File: config.mk
export PLATFORM = sky130hd
export DESIGN_NAME = fbjz_core
export DESIGN_NICKNAME = d
export VERILOG_FILES = /design/src/rtl/fbjz_pkg.sv /design/src/rtl/fbjz_core.sv
export SDC_FILE = /design/constraint.sdc
export NUM_CORES = 2
export LEC_CHECK = 0
export BUFFER_PORTS_ARGS = -buffer_cell sky130_fd_sc_hd__buf_4
export CAP_MARGIN = 15
export CELL_PAD_IN_SITES_DETAIL_PLACEMENT = 1
export CELL_PAD_IN_SITES_GLOBAL_PLACEMENT = 1
export CORE_AREA = 2 2 357 359
export CTS_CLUSTER_DIAMETER = 40
export CTS_CLUSTER_SIZE = 25
export DETAILED_ROUTE_END_ITERATION = 16
export DIE_AREA = 0 0 359 361
export PLACE_DENSITY = 0.78
export SLEW_MARGIN = 10
export SYNTH_ARGS = -nofsm -noshare
export SYNTH_HDL_FRONTEND = slang
export SYNTH_SLANG_ARGS = --single-unit
File: constraint.sdc
create_clock -name sys_clk -period 59.1 [get_ports sys_clk]
set_clock_uncertainty 0.1 [all_clocks]
set_input_delay 2.955 -clock sys_clk [delete_from_list [all_inputs] [get_ports sys_clk]]
set_output_delay 2.955 -clock sys_clk [all_outputs]
set_load 0.05 [all_outputs]
File: src/rtl/fbjz_pkg.sv
package fbjz_pkg;
    // clock and fixed timings
    localparam int CLK_PERIOD_NS = 10;
    localparam int DEAD_TIME_NS = 236;
    localparam int DEAD_CYC = (DEAD_TIME_NS + CLK_PERIOD_NS - 1)
                              / CLK_PERIOD_NS;
    localparam int WAKE_DELAY_NS = 26600;
    localparam int WAKE_CYC = (WAKE_DELAY_NS + CLK_PERIOD_NS - 1)
                              / CLK_PERIOD_NS;
    localparam int JIT_PERIOD_NS = 1000000;
    localparam int JIT_PERIOD_CYC = JIT_PERIOD_NS / CLK_PERIOD_NS;
    localparam int DCM1_PERIOD_NS = 43478;
    localparam int DCM1_PERIOD_CYC = DCM1_PERIOD_NS / CLK_PERIOD_NS;
    localparam int BURST_PERIOD_CYC = 1000;
    localparam int MAX_ON_CYC = 1000;
    // jitter thresholds and amplitude
    localparam int JIT_EN_FB_MV = 1000;
    localparam int JIT_DIS_FB_MV = 900;
    localparam int JIT_EN_BULK_V = 175;
    localparam int JIT_DIS_BULK_V = 150;
    localparam int JIT_AMP_UV = 15625;
    localparam int JIT_SUB = 16;
    // frequency law corners and peak limits
    localparam int FLAW_E_MV = 860;
    localparam int FLAW_D_MV = 1230;
    localparam int FLAW_D_PEAK_UV = 260000;
    localparam int PEAK_GAIN_UV = 175;
    localparam int PEAK_MAX_UV = 402000;
    localparam int EXIT_PEAK_UV = 200000;
    localparam int BURST_PEAK1_UV = 100000;
    localparam int BURST_PEAK2_UV = 130000;
    localparam int BURST_PEAK3_UV = 160000;
    localparam int BURST_PEAK4_UV = 190000;
    // zvs pulse width law and line sensing
    localparam int ZVS_HYST_V = 20;
    localparam int K_SCALE = 65535;
    localparam int ZCD_REF_MV = 2340;
    localparam int ZVS_UNIT_PS = 15800;
    localparam int ZVS_UNIT_MIN = 2;
    localparam int LINE_RES_KOHM = 102;
    localparam int MAX_VALLEY = 6;
    // register offsets
    localparam logic [7:0] REG_CTRL = 8'h00;
    localparam logic [7:0] REG_BURST_A = 8'h04;
    localparam logic [7:0] REG_BURST_B = 8'h08;
    localparam logic [7:0] REG_ZVS_LINE = 8'h0C;
    localparam logic [7:0] REG_ZVS_K = 8'h10;
    localparam logic [7:0] REG_TIMING = 8'h14;
    localparam logic [7:0] REG_STATUS = 8'h18;
    // reset values
    localparam logic [31:0] CTRL_RST = 32'h0000_0001;
    localparam logic [31:0] BURST_A_RST = 32'h0258_00B4;
    localparam logic [31:0] BURST_B_RST = 32'h012C_00DC;
    localparam logic [31:0] ZVS_LINE_RST = 32'h0000_00FA;
    localparam logic [31:0] ZVS_K_RST = 32'h4000_8000;
    localparam logic [31:0] TIMING_RST = 32'h0014_0320;

    typedef enum logic [1:0] {
        MODE_BURST, MODE_FIXED, MODE_FREQRED, MODE_RESONANT
    } fbjz_mode_type;
    typedef enum logic [1:0] {BS_RUN, BS_OFF, BS_WAKE, BS_ON} fbjz_burst_type;
    typedef enum logic [1:0] {GS_WAIT, GS_AUX, GS_DEAD, GS_MAIN} fbjz_gate_type;
endpackage : fbjz_pkg

File: src/rtl/fbjz_core.sv
// Function
// - jitter turns on with feedback at least 1.0 V and bulk at least 175 V
// - jitter turns off with feedback under 0.9 V or bulk under 150 V
// - jitter sweeps peak limit plus/minus 15.625 mV over a 1 ms period
// - feedback under entry level starts burst mode in a burst-off phase
// - burst-on above wake level, burst-off at pause level
// - first burst gate pulse comes 26.6 us after the wake crossing
// - burst pulse pattern is fixed, independent of feedback
// - burst pulses share one period; peaks ramp then hold the fourth
// - feedback above exit level leaves burst mode at once
// - after exit one pulse uses the exit peak, then the frequency law
// - mode selector picks burst, fixed, frequency-reduction or resonant
// - more than 20 V below the zvs line level the aux pulse is suppressed, valley mode
// - valley mode moves to the next later valley at the frequency limit
// - valley steps up to the sixth, then frequency reduction follows
// - aux gate enabled by line level with 20 V hysteresis
// - zero crossings enable main gate generation in resonant mode
// - aux pulse first, both gates off for dead time, then main gate
// - dead time between aux end and main turn-on is 24 clocks, 236 ns rounded up to 240 ns
// - forced-resonant main period is timed directly, not by valley
// - aux pulse starts a set delay after a zero crossing
// - aux width in 15.8 ns units from bulk and zero-crossing terms
// - bulk voltage derived from line sense current over 102 kOhm
// - negative magnetization set through configurable coefficients
`timescale 1ns/1ps
module fbjz_core import fbjz_pkg::*; #(
    parameter int JIT_PERIOD = JIT_PERIOD_CYC,
    parameter int DCM1_PERIOD = DCM1_PERIOD_CYC
) (
    input wire logic sys_clk,
    input wire logic rstn,
    input wire logic wb_cyc_i,
    input wire logic wb_stb_i,
    input wire logic wb_we_i,
    input wire logic [7:0] wb_adr_i,
    input wire logic [3:0] wb_sel_i,
    input wire logic [31:0] wb_dat_i,
    output logic [31:0] wb_dat_o,
    output logic wb_ack_o,
    input wire logic [11:0] feedback_pin_mv,
    input wire logic [11:0] line_sense_ua,
    input wire logic [11:0] zcd_mv,
    input wire logic zcd_pulse,
    input wire logic cs_trip,
    output logic main_gate_output,
    output logic zvs_gate_output,
    output logic [19:0] peak_limit_uv
);
    localparam int JIT_AMP = JIT_AMP_UV * JIT_SUB;
    localparam int JIT_STEP = 4 * JIT_AMP / JIT_PERIOD;

    // the triangle sweep must close exactly on the amplitude
    if (JIT_PERIOD < 4 || JIT_STEP * JIT_PERIOD != 4 * JIT_AMP
        || DCM1_PERIOD < 2 || DCM1_PERIOD > 65535) begin : g_bad
        $error("fbjz_core: unsupported period parameter");
    end

    function automatic logic [31:0] byte_merge(input logic [31:0] old,
            input logic [31:0] dat, input logic [3:0] sel);
        logic [31:0] res;
        res = old;
        for (int i = 0; i < 4; i++) begin
            if (sel[i]) begin
                res[8*i +: 8] = dat[8*i +: 8];
            end
        end
        return res;
    endfunction : byte_merge

    function automatic int burst_peak(input logic [2:0] idx);
        case (idx)
            3'h0: return BURST_PEAK1_UV;
            3'h1: return BURST_PEAK2_UV;
            3'h2: return BURST_PEAK3_UV;
            default: return BURST_PEAK4_UV;
        endcase
    endfunction : burst_peak

    logic [31:0] ctrl_r, burst_a_r, burst_b_r, zvs_line_r, zvs_k_r;
    logic [31:0] timing_r, dat_r;
    logic ack_r, req, run;
    logic [9:0] bulk_v_r;
    logic zvs_en_r, jit_on_r, jit_up_r, exit_pend_r, freq_red_r;
    logic signed [20:0] jit_acc_r;
    fbjz_burst_type bst_r;
    fbjz_mode_type mode_r;
    fbjz_gate_type gst_r;
    logic [11:0] wk_cnt_r;
    logic [2:0] bcnt_r, zc_cnt_r, valley_r;
    logic [15:0] per_cnt_r, gcnt_r, dly_cnt_r, aux_cyc_r, period_t;
    logic zc_seen_r, main_r, zvs_r, main_start, aux_start, valley_up;
    logic main_end;
    logic [19:0] peak_r;
    logic [11:0] fb, entry_lv, exit_lv, wake_lv, pause_lv;

    assign fb = feedback_pin_mv;
    assign entry_lv = burst_a_r[11:0];
    assign exit_lv = burst_a_r[27:16];
    assign wake_lv = burst_b_r[27:16];
    assign pause_lv = burst_b_r[11:0];
    assign run = ctrl_r[0];
    assign req = wb_cyc_i & wb_stb_i & ~ack_r;

    // bus slave: ack one cycle after the request, dropped the next cycle
    always_ff @(posedge sys_clk or negedge rstn) begin
        if (!rstn) begin
            ack_r <= 1'b0;
            dat_r <= 32'h0000_0000;
        end else begin
            ack_r <= req;
            case (wb_adr_i)
                REG_CTRL: dat_r <= ctrl_r;
                REG_BURST_A: dat_r <= burst_a_r;
                REG_BURST_B: dat_r <= burst_b_r;
                REG_ZVS_LINE: dat_r <= zvs_line_r;
                REG_ZVS_K: dat_r <= zvs_k_r;
                REG_TIMING: dat_r <= timing_r;
                REG_STATUS: dat_r <= {21'h000000, freq_red_r,
                    valley_r, zvs_en_r, jit_on_r, 1'b0, bst_r, mode_r};
                default: dat_r <= 32'h0000_0000; // unmapped reads zero
            endcase
        end
    end

    // writable registers; writes to unmapped or status are dropped;
    // a write lands on the edge at which the master sees ack high
    always_ff @(posedge sys_clk or negedge rstn) begin
        if (!rstn) begin
            ctrl_r <= CTRL_RST;
            burst_a_r <= BURST_A_RST;
            burst_b_r <= BURST_B_RST;
            zvs_line_r <= ZVS_LINE_RST;
            zvs_k_r <= ZVS_K_RST;
            timing_r <= TIMING_RST;
        end else if (wb_cyc_i && wb_stb_i && wb_we_i && ack_r) begin
            case (wb_adr_i)
                REG_CTRL: ctrl_r <= byte_merge(ctrl_r, wb_dat_i, wb_sel_i)
                    & 32'h0000_0001;
                REG_BURST_A: burst_a_r <= byte_merge(burst_a_r, wb_dat_i,
                    wb_sel_i) & 32'h0FFF_0FFF;
                REG_BURST_B: burst_b_r <= byte_merge(burst_b_r, wb_dat_i,
                    wb_sel_i) & 32'h0FFF_0FFF;
                REG_ZVS_LINE: zvs_line_r <= byte_merge(zvs_line_r,
                    wb_dat_i, wb_sel_i) & 32'h0000_03FF;
                REG_ZVS_K: zvs_k_r <= byte_merge(zvs_k_r, wb_dat_i,
                    wb_sel_i);
                REG_TIMING: timing_r <= byte_merge(timing_r, wb_dat_i,
                    wb_sel_i);
                default: ;
            endcase
        end
    end

    // bulk voltage in volts: microamps times kilohms gives millivolts
    always_ff @(posedge sys_clk or negedge rstn) begin
        if (!rstn) begin
            bulk_v_r <= 10'h000;
        end else begin
            bulk_v_r <= 10'((32'(line_sense_ua) * LINE_RES_KOHM)
                / 1000);
        end
    end

    // zvs enable with hysteresis; compare on the high side to avoid wrap
    always_ff @(posedge sys_clk or negedge rstn) begin
        if (!rstn) begin
            zvs_en_r <= 1'b0;
        end else if (32'(bulk_v_r) >= 32'(zvs_line_r[9:0])) begin
            zvs_en_r <= 1'b1;
        end else if (32'(bulk_v_r) + ZVS_HYST_V < 32'(zvs_line_r[9:0])) begin
            zvs_en_r <= 1'b0;
        end
    end

    // aux width: units of 15.8 ns rounded up to whole clocks
    always_ff @(posedge sys_clk or negedge rstn) begin
        if (!rstn) begin
            aux_cyc_r <= 16'h0001;
        end else begin
            aux_cyc_r <= 16'((((32'(bulk_v_r) * 32'(zvs_k_r[15:0]))
                / K_SCALE + ZVS_UNIT_MIN
                + ((32'(zcd_mv) < ZCD_REF_MV)
                ? ((ZCD_REF_MV - 32'(zcd_mv)) * 32'(zvs_k_r[31:16]))
                / (K_SCALE * 1000) : 0)) * ZVS_UNIT_PS
                + CLK_PERIOD_NS * 1000 - 1)
                / (CLK_PERIOD_NS * 1000));
        end
    end

    // jitter enable, holding its state inside the hysteresis band
    always_ff @(posedge sys_clk or negedge rstn) begin
        if (!rstn) begin
            jit_on_r <= 1'b0;
        end else if (32'(fb) < JIT_DIS_FB_MV
                     || 32'(bulk_v_r) < JIT_DIS_BULK_V) begin
            jit_on_r <= 1'b0;
        end else if (32'(fb) >= JIT_EN_FB_MV
                     && 32'(bulk_v_r) >= JIT_EN_BULK_V) begin
            jit_on_r <= 1'b1;
        end
    end

    // triangle sweep in sixteenths of a microvolt; free running, so the
    // offset resumes wherever the sweep stands when jitter is switched back on
    always_ff @(posedge sys_clk or negedge rstn) begin
        if (!rstn) begin
            jit_acc_r <= 21'sh00000;
            jit_up_r <= 1'b1;
        end else if (jit_up_r) begin
            jit_acc_r <= jit_acc_r + 21'(JIT_STEP);
            if (32'(jit_acc_r) + JIT_STEP >= JIT_AMP) begin
                jit_up_r <= 1'b0;
            end
        end else begin
            jit_acc_r <= jit_acc_r - 21'(JIT_STEP);
            if (int'(jit_acc_r) - JIT_STEP <= -JIT_AMP) begin
                jit_up_r <= 1'b1;
            end
        end
    end

    // burst controller: entry, two-point regulation, wake delay, exit
    always_ff @(posedge sys_clk or negedge rstn) begin
        if (!rstn) begin
            bst_r <= BS_RUN;
            wk_cnt_r <= 12'h000;
            exit_pend_r <= 1'b0;
        end else if (!run) begin
            bst_r <= BS_RUN;
            exit_pend_r <= 1'b0;
        end else begin
            if (main_end) begin
                exit_pend_r <= 1'b0; // exit peak held for the whole pulse
            end
            case (bst_r)
                BS_RUN: begin
                    if (fb < entry_lv) begin
                        bst_r <= BS_OFF;
                    end
                end
                default: begin
                    if (fb > exit_lv) begin
                        bst_r <= BS_RUN;
                        exit_pend_r <= 1'b1;
                    end else if (bst_r == BS_OFF && fb > wake_lv) begin
                        bst_r <= BS_WAKE;
                        wk_cnt_r <= 12'h000;
                    end else if (bst_r == BS_WAKE) begin
                        if (32'(wk_cnt_r) == WAKE_CYC - 1) begin
                            bst_r <= BS_ON;
                        end
                        wk_cnt_r <= wk_cnt_r + 12'h001;
                    end else if (bst_r == BS_ON && fb <= pause_lv) begin
                        bst_r <= BS_OFF;
                    end
                end
            endcase
        end
    end

    // pulse index within a burst train, saturating at the fourth
    always_ff @(posedge sys_clk or negedge rstn) begin
        if (!rstn) begin
            bcnt_r <= 3'h0;
        end else if (bst_r != BS_ON) begin
            bcnt_r <= 3'h0;
        end else if (main_start && bcnt_r != 3'h4) begin
            bcnt_r <= bcnt_r + 3'h1;
        end
    end

    // mode selector from feedback level
    always_ff @(posedge sys_clk or negedge rstn) begin
        if (!rstn) begin
            mode_r <= MODE_FIXED;
        end else if (bst_r != BS_RUN) begin
            mode_r <= MODE_BURST;
        end else if (32'(fb) >= FLAW_D_MV && !freq_red_r) begin
            mode_r <= MODE_RESONANT;
        end else if (32'(fb) >= FLAW_E_MV) begin
            mode_r <= MODE_FREQRED;
        end else begin
            mode_r <= MODE_FIXED;
        end
    end

    // valley stepping: a valley reached before the minimum period means
    // the frequency hit the band's upper edge
    assign valley_up = zcd_pulse && gst_r == GS_WAIT && !zvs_en_r
        && mode_r == MODE_RESONANT && zc_cnt_r + 3'h1 == valley_r
        && per_cnt_r < period_t;
    always_ff @(posedge sys_clk or negedge rstn) begin
        if (!rstn) begin
            valley_r <= 3'h1;
            freq_red_r <= 1'b0;
        end else if (32'(fb) < FLAW_D_MV) begin
            freq_red_r <= 1'b0;
            valley_r <= 3'h1;
        end else if (valley_up) begin
            if (32'(valley_r) < MAX_VALLEY) begin
                valley_r <= valley_r + 3'h1;
            end else begin
                freq_red_r <= 1'b1;
            end
        end else if (main_start && mode_r == MODE_RESONANT
                     && per_cnt_r >= {period_t[14:0], 1'b0}
                     && valley_r != 3'h1) begin
            valley_r <= valley_r - 3'h1; // load rose, step back
        end
    end

    always_comb begin
        if (mode_r == MODE_BURST) begin
            period_t = 16'(BURST_PERIOD_CYC);
        end else if (mode_r == MODE_FIXED) begin
            period_t = 16'(DCM1_PERIOD);
        end else begin
            period_t = timing_r[15:0];
        end
    end

    // main gate start without an aux pulse, or aux pulse start in zvs mode
    always_comb begin
        main_start = 1'b0;
        aux_start = 1'b0;
        // the mode register trails the burst state by a cycle; no start
        // while the two disagree
        if (run && gst_r == GS_WAIT
            && (bst_r == BS_RUN || mode_r == MODE_BURST)) begin
            case (mode_r)
                MODE_BURST: main_start = bst_r == BS_ON
                    && (bcnt_r == 3'h0 || per_cnt_r >= period_t);
                MODE_RESONANT: begin
                    if (zvs_en_r) begin
                        aux_start = zc_seen_r
                            && dly_cnt_r >= timing_r[31:16]
                            && 32'(per_cnt_r) + 32'(aux_cyc_r) + DEAD_CYC
                            >= 32'(period_t);
                    end else begin
                        main_start = per_cnt_r >= period_t
                            && zc_cnt_r >= valley_r;
                    end
                end
                default: main_start = per_cnt_r >= period_t;
            endcase
        end
    end

    // main pulse end; a burst-off phase halts switching at once
    assign main_end = gst_r == GS_MAIN && (cs_trip
        || 32'(gcnt_r) >= MAX_ON_CYC - 1 || bst_r == BS_OFF || !run);

    // gate sequencer; outputs are registered beside the state
    always_ff @(posedge sys_clk or negedge rstn) begin
        if (!rstn) begin
            gst_r <= GS_WAIT;
            gcnt_r <= 16'h0000;
            main_r <= 1'b0;
            zvs_r <= 1'b0;
        end else begin
            gcnt_r <= gcnt_r + 16'h0001;
            case (gst_r)
                GS_WAIT: begin
                    gcnt_r <= 16'h0000;
                    if (aux_start) begin
                        gst_r <= GS_AUX;
                        zvs_r <= 1'b1;
                    end else if (main_start) begin
                        gst_r <= GS_MAIN;
                        main_r <= 1'b1;
                    end
                end
                GS_AUX: begin
                    if (gcnt_r + 16'h0001 >= aux_cyc_r) begin
                        gst_r <= GS_DEAD;
                        zvs_r <= 1'b0;
                        gcnt_r <= 16'h0000;
                    end
                end
                GS_DEAD: begin
                    if (bst_r == BS_OFF || !run) begin
                        gst_r <= GS_WAIT; // burst-off wins over turn-on
                    end else if (32'(gcnt_r) == DEAD_CYC - 1) begin
                        gst_r <= GS_MAIN;
                        main_r <= 1'b1;
                        gcnt_r <= 16'h0000;
                    end
                end
                default: begin
                    if (main_end) begin
                        gst_r <= GS_WAIT;
                        main_r <= 1'b0;
                    end
                end
            endcase
        end
    end

    // period, zero-crossing count and delay since the last crossing
    always_ff @(posedge sys_clk or negedge rstn) begin
        if (!rstn) begin
            per_cnt_r <= 16'h0000;
            zc_cnt_r <= 3'h0;
            zc_seen_r <= 1'b0;
            dly_cnt_r <= 16'h0000;
        end else begin
            if (per_cnt_r != 16'hFFFF) begin
                per_cnt_r <= per_cnt_r + 16'h0001;
            end
            if (dly_cnt_r != 16'hFFFF) begin
                dly_cnt_r <= dly_cnt_r + 16'h0001;
            end
            if ((gst_r == GS_DEAD && 32'(gcnt_r) == DEAD_CYC - 1)
                || main_start) begin
                per_cnt_r <= 16'h0000; // period timed from turn-on
                zc_cnt_r <= 3'h0;
                zc_seen_r <= 1'b0;
            end else if (zcd_pulse && gst_r == GS_WAIT) begin
                zc_seen_r <= 1'b1;
                dly_cnt_r <= 16'h0000;
                if (zc_cnt_r != 3'h7) begin
                    zc_cnt_r <= zc_cnt_r + 3'h1;
                end
            end
        end
    end

    // peak limit: exit pulse, burst ramp, law value, plus jitter offset
    always_ff @(posedge sys_clk or negedge rstn) begin
        if (!rstn) begin
            peak_r <= 20'h00000;
        end else if (exit_pend_r) begin
            peak_r <= 20'(EXIT_PEAK_UV);
        end else if (bst_r != BS_RUN) begin
            // during a pulse the index has already moved to the next one
            peak_r <= 20'(burst_peak(gst_r == GS_MAIN ? bcnt_r - 3'h1
                : bcnt_r));
        end else if (mode_r == MODE_FREQRED) begin
            peak_r <= 20'(FLAW_D_PEAK_UV + (jit_on_r
                ? int'(jit_acc_r) / JIT_SUB : 0));
        end else begin
            peak_r <= 20'((32'(fb) * PEAK_GAIN_UV > PEAK_MAX_UV
                ? PEAK_MAX_UV : int'(32'(fb) * PEAK_GAIN_UV))
                + (jit_on_r ? int'(jit_acc_r) / JIT_SUB : 0));
        end
    end

    assign wb_dat_o = dat_r;
    assign wb_ack_o = ack_r;
    assign main_gate_output = main_r;
    assign zvs_gate_output = zvs_r;
    assign peak_limit_uv = peak_r;
endmodule : fbjz_core

==> impl_metrics.csv <==
group,metric,value,unit
status,outcome,"complete, no violations",
synth,async_reset_ff_share,100.0,%
sta,grt_setup_unrepaired,"no",
synth,synth_area_leaders,"fa_1, ha_1, dfrtp_1",
global_routing,grt.overflow.total,0,
clock_tree,htreeDepth,2,
floorplanning,initial_core_util,42.86,%
synth,synth_largest_area_cell,"fa_1",
drt,post-route-drc-count,0,
clock_tree,cts-root-buf,"clkbuf_16",
critical_path,path_class,"input port to flip-flop",
critical_path,critPathLaunchType,"input port",
clock_tree,ctsLongestPathBuffers,3,
drt,postRouteAntennaNets,0,
floorplanning,fp.coreArea,0.1254,sq mm
critical_path,r2r-start,"bulk_v_r[1]",
sta,fin_hold_ws,0.3902,ns
run,drv_cap,0,
floorplanning,dieArea,0.1296,sq mm
drt,vias,48980,
critical_path,end_kind,"flip-flop",
synth,synthFlopType,"dfrtp_1",
finish,drive_gt1_share,8.970,%
floorplanning,dieWidth,359,um
clock_tree,clock_latency,0.67,ns
sta,setup_viol,0,
critical_path,cp.required,59.50,ns
drt,dr.pass1.iters,5,
min_path,worstHoldStart,"wb_ack_o",
synth,syn_avg_cell_area,8.149,sq um
drt,post_drt_wl_per_cell,20.45,um
floorplanning,die_h,361,um
sta,min_period_over_period,73.58,%
critical_path,max_stage_delay,0.75,ns
place,place.gp.congestion,0.8886,
synth,synth_top_area_share,14.41,%
place,port_buffers,141,
sta,worst_slew_pin_slew,1.198,ns
synth,synth_seq_area_share,14.28,%
clock_tree,cts_tree,"built",
global_routing,antenna_found_initial,6,
min_path,hold_class,"flip-flop to flip-flop",
global_routing,grt_pass1_vias,51940,
critical_path,reg2reg_slack,16.64,ns
finish,area_delta_synth_final,8.967,%
synth,ys_ff_latch,305,
synth,syn_area,0.05375,sq mm
clock_tree,cts_resized,0,
global_routing,grt_util_all_layers,26.16,%
synth,yosysWarnings,0,
global_routing,grt_max_degree,148,
synth,synth_edf_count,0,
clock_tree,cts_buffers,59,
sta,min_period,43.49,ns
critical_path,cp_data_arrival_time,43.89,ns
global_routing,grt_first_pass_wirelength,281700,um
clock_tree,clkTransAtPathRegs,0.07,ns
synth,netlist_instances,6596,
critical_path,startpoint,"zcd_mv[0]",
finish,nNetsFinal,7731,
clock_tree,clkSinkCount,305,
clock_tree,postCtsSetupRepairBufs,0,
floorplanning,num_io_pins,142,
drt,drt_iter0_markers,2769,
sta,timing.fmax,22.99,MHz
place,dp_hpwl,136100,um
sta,hold_viol,0,
drt,drt-total-wl,170900,um
synth,ys_types,144,
drt,via_per_inst,5.862,
critical_path,critPathMaxFanout,17,
sta,maxSlewHeadroom,18.04,%
clock_tree,cts_hold_buf,0,
sta,fin_tns_setup,0,ns
floorplanning,rows,130,
critical_path,slowest_stage,"nor4b_1",
sta,finalMaxSlewViolations,0,
-- registers in the layout, indices dropped and copies added, names as in the netlist, 20 cells and up --
register / count
wb_dat_o: 32
burst_b_r: 24
zvs_k_r: 32
burst_a_r: 24
peak_limit_uv: 20
timing_r: 32
jit_acc_r: 20
-- synth_stat cells, drive strengths merged, types with 67 or more instances --
library cell / n
mux2: 97
o21ai: 353
fa: 387
dfrtp: 270
nand3: 144
xor2: 119
nor2b: 96
nand4: 67
a21o: 73
xnor2: 286
clkbuf: 174
nand2b: 86
mux2i: 70
nor2: 432
or2: 70
a21oi: 374
ha: 608
inv: 812
nor3: 156
and2: 203
a31oi: 68
nand2: 637
-- metrics by stage --
| stage | cells | instance area, sq um | util (%) | setup WS (ns) |
|---|---|---|---|---|
| after floorplan | 6603 | 53770 | - | 21.72 |
| after global placement | 8235 | 56460 | 45.02 | 17.10 |
| after detailed placement | 8235 | 56460 | 45.02 | 15.18 |
| after CTS | 8347 | 58530 | 46.67 | 15.67 |
| after global routing | 8354 | 58560 | 46.70 | 11.45 |
| final | 8356 | 58570 | 46.70 | 15.61 |
-- placed cells by master (no fill, tap or decap), types with 33 or more instances in the layout --
cell       count
a211oi_1      49
a21o_1        73
a21oi_1      367
a31oi_1       63
and2_1       202
and3_1        64
buf_4        189
clkbuf_16     59
dfrtp_1      270
dfstp_2       35
fa_1         387
ha_1         608
inv_1        805
mux2_2        96
mux2i_1       68
nand2_1      635
nand2b_1      86
nand3_1      142
nand4_1       67
nor2_1       428
nor2b_1       96
nor3_1       151
nor4_1        33
o211ai_1      50
o21a_1        59
o21ai_0      313
o21ai_1       36
o21bai_1      40
o31a_1        33
o31ai_1       35
or2_2         55
or3_1         50
xnor2_1      280
xor2_1       116
-- logic make-up after synthesis --
family          Yosys count  share of synthesized area, %
xor+xnor                406                         6.753
simple gates           2156                         20.10
fa+ha+maj              1010                         28.85
mux                     168                         3.399
buf+inv                1023                         7.286
other cells               2                       0.01397
flops                   305                         14.28
compound gates         1526                         19.32
-- cell type report --
type                       instances  area (sq um)
multi-input combinational       5275         42200
antenna                            6         15.01
clock inverter                    46         528.0
timing repair buffer             193          1470
inverter                         815          3069
tap                             1650          2064
clock buffer                      66          1543
sequential                       305          7676
fill                           15120         66840
-- final timing paths --
| kind | depth (start not counted) | to |
|---|---|---|
| hold / removal | 1 | wb_ack_o |
| max in group asynchronous | 2 | aux_cyc_r[1] |
| setup / recovery | 145 | aux_cyc_r[0] |
| setup reg to reg | 135 | aux_cyc_r[0] |
| hold reg to reg | 1 | wb_ack_o |
| min in group asynchronous | 1 | wb_dat_o[15] |
-- metal layers --
layer / wire (um) / GRT usage, % / vias to the layer above
met1: 78210 / 35.25 / 24800
met2: 82580 / 45.23 / 955
met3: 6402 / 2.257 / 218
li1: - / - / 23000
met5: 29 / 0 / -
met4: 3673 / 6.379 / 4
-- worst max-delay path: cells and delay by family --
kind / cells / cell delay, ns
AOI/OAI and AO/OA: 67 / 18.48
and+or+nand+nor: 30 / 8.46
buffers and inverters: 17 / 2.18
adders and majority gates: 18 / 7.87
muxes: 5 / 1.32
xor gates and xnor gates: 8 / 2.53
Power is left out: the tool's default activity adds up to more than one toggle a clock period on the data nets, which glitch-free logic cannot reach.
